`config.mk`:
```
export PLATFORM = sky130hd
export DESIGN_NAME = tdc_timers
export DESIGN_NICKNAME = d
export VERILOG_FILES = /design/src/tdc_pkg.sv /design/src/tdc_timers.sv
export VERILOG_INCLUDE_DIRS = /design/src
export SDC_FILE = /design/constraint.sdc
export NUM_CORES = 1
export LEC_CHECK = 0
export BUFFER_PORTS_ARGS = -buffer_cell sky130_fd_sc_hd__buf_2
export CAP_MARGIN = 10
export CORE_ASPECT_RATIO = 1.4
export CORE_MARGIN = 8
export CORE_UTILIZATION = 55
export DETAILED_ROUTE_END_ITERATION = 12
export GPL_TIMING_DRIVEN = 1
export PLACE_DENSITY = 0.78
export SYNTH_ARGS = -nofsm -noshare
export SYNTH_HDL_FRONTEND = slang
export SYNTH_SLANG_ARGS = --single-unit
```
`constraint.sdc`:
```
create_clock -name clock -period 2.3 [get_ports clock]
set_input_delay 0 -clock clock [delete_from_list [all_inputs] [get_ports clock]]
set_output_delay 0 -clock clock [all_outputs]
set_load 0.1 [all_outputs]
```
`src/tdc_map.svh`:
```
// Constants for the triple down-counter timers
`ifndef TDC_MAP_SVH
`define TDC_MAP_SVH

// =========================================
// Counter geometry and reset values
`define TDC_NUM_TIMERS 3
`define TDC_CNT_W      16
`define TDC_WRAP_VAL   16'hffff
`define TDC_RST_CNT    16'h0000
`define TDC_RST_LOAD   16'h0000

// =========================================
// Timer indices and source selection
`define TDC_FAST_IDX   2
`define TDC_SEL_508K   1'b0
`define TDC_SEL_2K     1'b1

`endif

```
`src/tdc_pkg.sv`:
```
// Types shared by the triple down-counter timers
`include "tdc_map.svh"
`default_nettype none

package tdc_pkg;

  typedef logic [`TDC_CNT_W-1:0] tdc_cnt_t;

  // Per-timer configuration bits
  typedef struct packed {
    logic enable;
    logic periodic;
    logic clk_sel;
  } tdc_cfg_t;

  // Per-timer software access strobes
  typedef struct packed {
    logic     load_wr;
    logic     clear_wr;
    tdc_cnt_t data;
  } tdc_wr_t;

endpackage

`default_nettype wire

```
`src/tdc_timers.sv`:
```
// Three 16-bit down-counting timers with underflow interrupts
`include "tdc_map.svh"
`default_nettype none

// Overview of operation
// [RULE1] Two identical timers, each with a 16-bit data register and control bits.
// [RULE2] Writing a timer's data register loads the counter at once.
// [RULE3] The first two timers decrement on the next selected source edge after a write.
// [RULE4] Underflow raises that timer's interrupt in the same cycle.
// [RULE5] Every count is readable at any time without disturbing it.
// [RULE6] First two timers select 508 kHz or 2 kHz counting source.
// [RULE7] The third timer counts only from the fixed 7.3728 MHz source.
// [RULE8] Third timer has load, value, control and clear registers.
// [RULE9] Enabled third timer decrements on the next fast-clock rising edge after a write.
// [RULE10] Each timer runs free-running or periodic, chosen by a control bit.
// [RULE11] Free-running underflow wraps the count to 0xffff.
// [RULE12] Periodic underflow reloads the last written value.
// [RULE13] Any write to a clear register drops that timer's pending interrupt; here an underflow in the same cycle keeps it set.
// [RULE14] A disabled timer holds its count and raises no interrupt.
module tdc_timers
(
  // Clock and reset
  input  wire logic                                       clock,
  input  wire logic                                       rst_n,
  // Counting source pins
  input  wire logic                                       src_508k_pin,
  input  wire logic                                       src_2k_pin,
  input  wire logic                                       src_fast_pin,
  // Software control and access
  input  wire tdc_pkg::tdc_cfg_t [`TDC_NUM_TIMERS-1:0]    cfg,
  input  wire tdc_pkg::tdc_wr_t  [`TDC_NUM_TIMERS-1:0]    wr,
  // Counts and interrupts
  output var  tdc_pkg::tdc_cnt_t [`TDC_NUM_TIMERS-1:0]    count,
  output var  logic              [`TDC_NUM_TIMERS-1:0]    irq
);

  // =========================================
  // Source synchronisers and edge detect
  logic [2:0] sync1_q;
  logic [2:0] sync2_q;
  logic [2:0] prev_q;
  logic [2:0] sync1_d;
  logic [2:0] sync2_d;
  logic [2:0] prev_d;
  logic [2:0] rise;

  // Sources are asynchronous to clock, so two flops before any edge logic
  always_comb
  begin
    sync1_d = {src_fast_pin, src_2k_pin, src_508k_pin};
    sync2_d = sync1_q;
    prev_d  = sync2_q;
    rise    = sync2_q & ~prev_q;
  end

  always_ff @(posedge clock)
  begin
    if (!rst_n)
    begin
      sync1_q <= 3'h0;
      sync2_q <= 3'h0;
      prev_q  <= 3'h0;
    end
    else
    begin
      sync1_q <= sync1_d;
      sync2_q <= sync2_d;
      prev_q  <= prev_d;
    end
  end

  // =========================================
  // Tick selection
  logic [`TDC_NUM_TIMERS-1:0] tick;

  // Picks the counting edge for one timer from the three detected edges
  function automatic logic pick_tick(
    input int         idx,
    input logic       sel,
    input logic [2:0] edges
  );
    logic res;
    if (idx == `TDC_FAST_IDX)
      res = edges[2];                                       // [RULE7]
    else if (sel == `TDC_SEL_2K)
      res = edges[1];                                       // [RULE6]
    else
      res = edges[0];                                       // [RULE6]
    return res;
  endfunction

  always_comb
  begin
    for (int i = 0; i < `TDC_NUM_TIMERS; i++)
    begin
      tick[i] = pick_tick(i, cfg[i].clk_sel, rise);
    end
  end

  // =========================================
  // Load registers
  tdc_pkg::tdc_cnt_t [`TDC_NUM_TIMERS-1:0] load_q;
  tdc_pkg::tdc_cnt_t [`TDC_NUM_TIMERS-1:0] load_d;

  // Last written value stays as the periodic reload source
  always_comb
  begin
    for (int i = 0; i < `TDC_NUM_TIMERS; i++)
    begin
      if (wr[i].load_wr)
        load_d[i] = wr[i].data;                             // [RULE1] [RULE8]
      else
        load_d[i] = load_q[i];
    end
  end

  always_ff @(posedge clock)
  begin
    if (!rst_n)
    begin
      for (int i = 0; i < `TDC_NUM_TIMERS; i++)
      begin
        load_q[i] <= `TDC_RST_LOAD;
      end
    end
    else
    begin
      load_q <= load_d;
    end
  end

  // =========================================
  // Counters
  tdc_pkg::tdc_cnt_t [`TDC_NUM_TIMERS-1:0] cnt_q;
  tdc_pkg::tdc_cnt_t [`TDC_NUM_TIMERS-1:0] cnt_d;
  logic              [`TDC_NUM_TIMERS-1:0] step;
  logic              [`TDC_NUM_TIMERS-1:0] under;

  // True when a tick at this count is an underflow
  function automatic logic at_bottom(
    input tdc_pkg::tdc_cnt_t cur
  );
    return (cur == `TDC_RST_CNT);
  endfunction

  // Next count on a tick: decrement, or wrap/reload at underflow
  function automatic tdc_pkg::tdc_cnt_t next_count(
    input tdc_pkg::tdc_cnt_t cur,
    input tdc_pkg::tdc_cnt_t reload,
    input logic              periodic
  );
    tdc_pkg::tdc_cnt_t res;
    if (cur != `TDC_RST_CNT)
      res = cur - 16'h0001;
    else if (periodic)
      res = reload;                                         // [RULE12]
    else
      res = `TDC_WRAP_VAL;                                  // [RULE11]
    return res;
  endfunction

  always_comb
  begin
    for (int i = 0; i < `TDC_NUM_TIMERS; i++)
    begin
      // Disabled timers ignore source edges; a write drops a same-cycle tick
      step[i]  = cfg[i].enable && tick[i] && !wr[i].load_wr;  // [RULE14]
      under[i] = step[i] && at_bottom(cnt_q[i]);
      if (wr[i].load_wr)
        cnt_d[i] = wr[i].data;                              // [RULE2] [RULE3] [RULE9]
      else if (step[i])
        cnt_d[i] = next_count(cnt_q[i], load_q[i], cfg[i].periodic); // [RULE10]
      else
        cnt_d[i] = cnt_q[i];
    end
  end

  always_ff @(posedge clock)
  begin
    if (!rst_n)
    begin
      for (int i = 0; i < `TDC_NUM_TIMERS; i++)
      begin
        cnt_q[i] <= `TDC_RST_CNT;
      end
    end
    else
    begin
      cnt_q <= cnt_d;
    end
  end

  // =========================================
  // Underflow interrupts
  logic [`TDC_NUM_TIMERS-1:0] irq_q;
  logic [`TDC_NUM_TIMERS-1:0] irq_d;

  always_comb
  begin
    for (int i = 0; i < `TDC_NUM_TIMERS; i++)
    begin
      // Set beats a clear in the same cycle so no underflow is lost
      if (under[i])
        irq_d[i] = 1'b1;                                    // [RULE4]
      else if (wr[i].clear_wr)
        irq_d[i] = 1'b0;                                    // [RULE13]
      else
        irq_d[i] = irq_q[i];
    end
  end

  always_ff @(posedge clock)
  begin
    if (!rst_n)
    begin
      irq_q <= 3'h0;
    end
    else
    begin
      irq_q <= irq_d;
    end
  end

  // =========================================
  // Outputs straight from flops; reading never touches the count
  always_comb
  begin
    count = cnt_q;                                          // [RULE5]
    irq   = irq_q;
  end

endmodule

`default_nettype wire

```
Word-level counts from Yosys, hierarchy flattened. Cells that the tools add are included.

Reductions and logical operators: 24. Bitwise logic cells: 2. $add $sub $neg: 3. Muxes and demuxes: 20.

Operator list (number): 2-to-1 mux 16 bit (12); logical NOT 16 bit (3); nonzero test 16 bit (3); subtractor 16 x 1 -> 16 bit, second input constant (3); nonzero test 2 bit (6); logical AND 1 bit (9); 2-to-1 mux 1 bit (8); AND 3 bit (1); logical NOT 1 bit (3); NOT 3 bit (1).

Logic and storage cells: 61. Bits of input ports: 68. Output and inout port bits: 51. Register bits: 108.

Depth between registers and ports, before layout.
Depth after elaboration: 7. Depth in mapped cells: 7. Depth with buffers taken out: 7.

Worst setup path before layout. OpenSTA, ideal clock, no wires.

Path type: register to register. Start point: register cnt_q, in the netlist count[0]. End point: register cnt_q, in the netlist count[9]. Setup time: 118 ps. Stages on the path, launching flop included: 8. Arrival time: 2363 ps. Slack: -180 ps. Clock period less this slack: 2480 ps. Cells stage by stage: dfxtp_1 inv_1 ha_1 nor2b_1 nand4_1 o21ai_0 a311o_1 o2111a_1.

Cells in the longest elaborated chain, start to end: 4. Elaborated cells on any way between the ends: 5. Those cells by class: add/sub: 1; mux: 3; reduce/logical: 1.

Ends and longest elaborated chain: start, declared (RTL line tdc_timers.sv:134) `` tdc_pkg::tdc_cnt_t [`TDC_NUM_TIMERS-1:0] cnt_q; ``; start signal, assigned by index (RTL line tdc_timers.sv:184) `` cnt_q[i] <= `TDC_RST_CNT; ``; start signal, assigned (RTL line tdc_timers.sv:189) `cnt_q <= cnt_d;`; subtractor 16 x 1 -> 16 bit or nonzero test 16 bit (tied branches); 2-to-1 mux 16 bit (*) (RTL line tdc_timers.sv:153) `` if (cur != `TDC_RST_CNT) ``; 2-to-1 mux 16 bit (*) (RTL line tdc_timers.sv:171) `else if (step[i])`; 2-to-1 mux 16 bit (*) (RTL line tdc_timers.sv:169) `if (wr[i].load_wr)`.

Mark *: on every way between the ends. The rest lies on a longest branch, timed or not. The select of a mux whose other input is x is not followed. A chain may end at the register's enable or synchronous reset.

Worst setup path after layout.
Start point: register cnt_q, in the netlist count[35]. End point: register cnt_q, in the netlist count[42].

The elaborated chain is that of the path after synthesis.

==> impl_metrics.sql <==
INSERT INTO impl_metrics (metric_group, metric, value, unit) VALUES
('sta', 'min_period_over_period', '89.7', '%'),
('logic_synthesis', 'syn-cell-area', '5850', 'um2'),
('die', 'core.rowCount', '44', ''),
('finish', 'finish.net_count', '941', ''),
('logic_synthesis', 'combinational_family_with_the_most_area_after_synthesis', 'simple AND/OR/NAND/NOR gates', ''),
('routing', 'totalWireLength', '18500', 'um'),
('setup_path', 'setup.worst_path.end', 'count[42]$_SDFFE_PN0P_', ''),
('setup_path', 'timing.rr.end', 'count[42]$_SDFFE_PN0P_', ''),
('setup_path', 'critical-path-max-stage-delay', '470', 'ps'),
('logic_synthesis', 'synth_simple_gate_area_share', '24.2', '%'),
('logic_synthesis', 'synthesis.area_per_instance', '8.28', 'um2'),
('run_status', 'outcome', 'finished, final reports clean', ''),
('routing', 'drt-wirelength-per-cell', '18.3', 'um'),
('sta', 'final_max_slew_viol_count', '0', ''),
('routing', 'vias_per_cell', '6.18', ''),
('logic_synthesis', 'seq_area_frac_synth', '37.0', '%'),
('logic_synthesis', 'yosys-mux-area-fraction', '7.53', '%'),
('logic_synthesis', 'adder_cell_share_of_the_synthesized_area', '1.28', '%'),
('sta', 'fmaxAchievable', '0.485', 'GHz'),
('setup_path', 'cp.depth', '5', ''),
('routing', 'detail_route.drc_violations', '0', ''),
('sta', 'finalSetupViolCount', '0', ''),
('logic_synthesis', 'synth_async_sr_flop_share', '0', '%'),
('logic_synthesis', 'synthesis.nets', '781', ''),
('setup_path', 'critical_path.n_buffers_inverters', '0', ''),
('pwr', 'power_leakage', '3.15', 'nW'),
('clock_tree', 'clk_root_buffer_cell', 'sky130_fd_sc_hd__clkbuf_16', ''),
('global_route', 'grt_pass1_vias', '6233', ''),
('setup_path', 'critPathLaunchType', 'flip-flop', ''),
('hold_path', 'min-delay-start', 'wr[53]', ''),
('hold_path', 'worst_hold_path_type', 'primary input to flip-flop', ''),
('logic_synthesis', 'synth.lib_cells_used.distinct', '68', ''),
('sta', 'setup_tns', '0', 'ps'),
('logic_synthesis', 'synth-xor-area-share', '2.25', '%'),
('sta', 'clock_skew', '8.03', 'ps'),
('setup_path', 'cp_data_arrival_time', '2300', 'ps'),
('place', 'place_worst_setup_slack', '351', 'ps'),
('place', 'port_bufs', '117', ''),
('setup_path', 'slowest_stage', 'sky130_fd_sc_hd__nor4_1', ''),
('flow_run', 'maxCapViolations', '0', ''),
('setup_path', 'crit_path_start', 'count[35]$_SDFFE_PN0P_', ''),
('place', 'weighted_congestion_at_the_end_of_routability_driven_global_placement', '0.970', ''),
('clock_tree', 'clock-sinks', '108', ''),
('setup_path', 'ff_to_ff_path_depth', '5', ''),
('sta', 'timing_worst_slew_pin_value', '1190', 'ps'),
('logic_synthesis', 'synthFlopType', 'sky130_fd_sc_hd__dfxtp_1', ''),
('clock_tree', 'clk_latency', '350', 'ps'),
('sta', 'grt_setup_unrepaired', 'no', ''),
('sta', 'timing.final.ws_setup', '237', 'ps'),
('logic_synthesis', 'ys_warn_count', '0', ''),
('finish', 'leading_cell_types_in_the_layout_fill_and_taps_excluded', 'sky130_fd_sc_hd__buf_2 (117), sky130_fd_sc_hd__dfxtp_1 (97), sky130_fd_sc_hd__nor2_1 (94), sky130_fd_sc_hd__a21oi_1 (65), sky130_fd_sc_hd__dlygate4sd3_1 (54)', ''),
('die', 'die_height', '138', 'um'),
('global_route', 'antenna_found_initial', '2', ''),
('logic_synthesis', 'compound_gate_portion_of_the_synthesized_area', '23.3', '%'),
('die', 'initial_utilization', '56.5', '%'),
('die', 'fp.dieArea', '14200', 'um2'),
('finish', 'n_fill_cell', '792', ''),
('logic_synthesis', 'cell_count_after_synthesis', '707', ''),
('sta', 'report.final.hold_viol_count', '0', ''),
('global_route', 'grt_max_degree', '39', ''),
('setup_path', 'critical_path.reg2reg.startpoint', 'count[35]$_SDFFE_PN0P_', ''),
('pwr', 'maximum_resistive_drop_on_vdd', '0.000414', 'V'),
('sta', 'finalHoldWorstSlack', '82.7', 'ps'),
('clock_tree', 'tritoncts_clock_tree', 'done', ''),
('global_route', 'first_pass_grt_wire_length', '29700', 'um'),
('global_route', 'globalRoute.totalOverflow', '0', ''),
('setup_path', 'timing.critical_path.max_delay_family', 'simple AND/OR/NAND/NOR gates', ''),
('clock_tree', 'cts-root-to-sink-buffers', '2', ''),
('setup_path', 'critPathCaptureType', 'flip-flop', ''),
('place', 'dp.final_hpwl', '12700', 'um'),
('routing', 'first_pass_iters', '5', '');
==> registers in the layout, summed over array words and instances (netlist names) <==
signal and cells:
load_q 48, prev_d 3, count 48, sync1_q 3
irq 3, prev_q 3
==> stage by stage <==
step | utilization, % | cells | area [um2]
2_1_floorplan | - | 707 | 5860
3_3_place_gp | 64.0 | 940 | 6620
3_5_place_dp | 64.0 | 940 | 6620
4_1_cts | 72.4 | 1009 | 7490
5_1_grt | 72.4 | 1011 | 7490
6_report | 72.4 | 1011 | 7490
==> synthesized netlist by cell type (7+ instances only) <==
library cell,number,area share [%]
sky130_fd_sc_hd__dfxtp_1,108,37
sky130_fd_sc_hd__nor2_1,94,6.0
sky130_fd_sc_hd__a21oi_1,65,5.6
sky130_fd_sc_hd__o21ai_0,47,4.0
sky130_fd_sc_hd__mux2i_1,44,7.5
sky130_fd_sc_hd__nand2_1,37,2.4
sky130_fd_sc_hd__clkbuf_1,33,2.1
sky130_fd_sc_hd__nor3_1,20,1.7
sky130_fd_sc_hd__nand3_1,17,1.5
sky130_fd_sc_hd__inv_1,16,1.0
sky130_fd_sc_hd__and2_1,13,1.4
sky130_fd_sc_hd__nand4_1,11,1.2
sky130_fd_sc_hd__o211ai_1,11,1.4
sky130_fd_sc_hd__xor2_1,11,1.6
sky130_fd_sc_hd__o22ai_1,10,1.1
sky130_fd_sc_hd__o311ai_0,10,1.5
sky130_fd_sc_hd__a211oi_1,9,1.2
sky130_fd_sc_hd__a31oi_1,9,0.96
sky130_fd_sc_hd__nor4_1,9,0.96
sky130_fd_sc_hd__nand2b_1,7,0.75
sky130_fd_sc_hd__o221ai_1,7,1.0
sky130_fd_sc_hd__or3_1,7,0.75
==> where the power goes <==
part | internal [mW] | leakage [nW] | switching, mW | total (mW)
clock | 1.01 | 0.158 | 0.691 | 1.70
sequential | 1.99 | 0.896 | 0.145 | 2.13
combinational | 0.448 | 2.10 | 0.974 | 1.42
==> layout make-up <==
class	instances	area, um2	area share (%)
Tap cell	138	173	2.30
Inverter	16	60.1	0.801
Multi-Input combinational cell	536	3430	45.8
Timing Repair Buffer	196	1330	17.7
Antenna cell	2	5.00	0.0668
Sequential cell	108	2180	29.0
Clock inverter	4	72.6	0.968
Clock buffer	11	253	3.37
==> what timing repair did <==
item                                    4_1_cts  5_1_grt
resized for setup                             0        0
hold buffers                                 54        0
endpoints found under the setup margin        0        0
hold endpoints to repair                     78        0
==> worst min path at each step <==
stage                              endpoint  slack (ps)  cells past startpoint
floorplan             sync1_q[0]$_SDFF_PN0_         130                      1
global placement      sync1_q[2]$_SDFF_PN0_         210                      2
detailed placement    sync1_q[2]$_SDFF_PN0_         210                      2
CTS                 load_q[36]$_SDFFE_PN0P_          70                      3
global route        load_q[36]$_SDFFE_PN0P_         120                      3
finish              load_q[36]$_SDFFE_PN0P_          80                      3
==> tightest hold or removal path, delay by kind of cell <==
family | cells | cell delay, ps
and+or+nand+nor | 1 | 110
AOI/OAI and AO/OA | 1 | 60
buffers and inverters | 1 | 200
==> cells by family (layout without fill, tap and decap cells) <==
| family | count (synthesis) | in the layout |
|---|---|---|
| compound gates | 211 | 211 |
| xor+xnor | 15 | 15 |
| fa+ha+maj | 6 | 6 |
| buf+inv | 63 | 227 |
| flops | 108 | 108 |
| mux | 44 | 44 |
| other cells | 0 | 2 |
| simple gates | 260 | 260 |
==> routing by layer <==
metal / vias to the layer above / wire, um / GRT usage (%)
met2: 311 / 9270 / 43.7
li1: 2960 / - / -
met4: 0 / 792 / 14.7
met5: - / 0 / 0
met3: 65 / 1430 / 3.42
met1: 2912 / 6970 / 29.0
(Power assumes the default switching activity.)
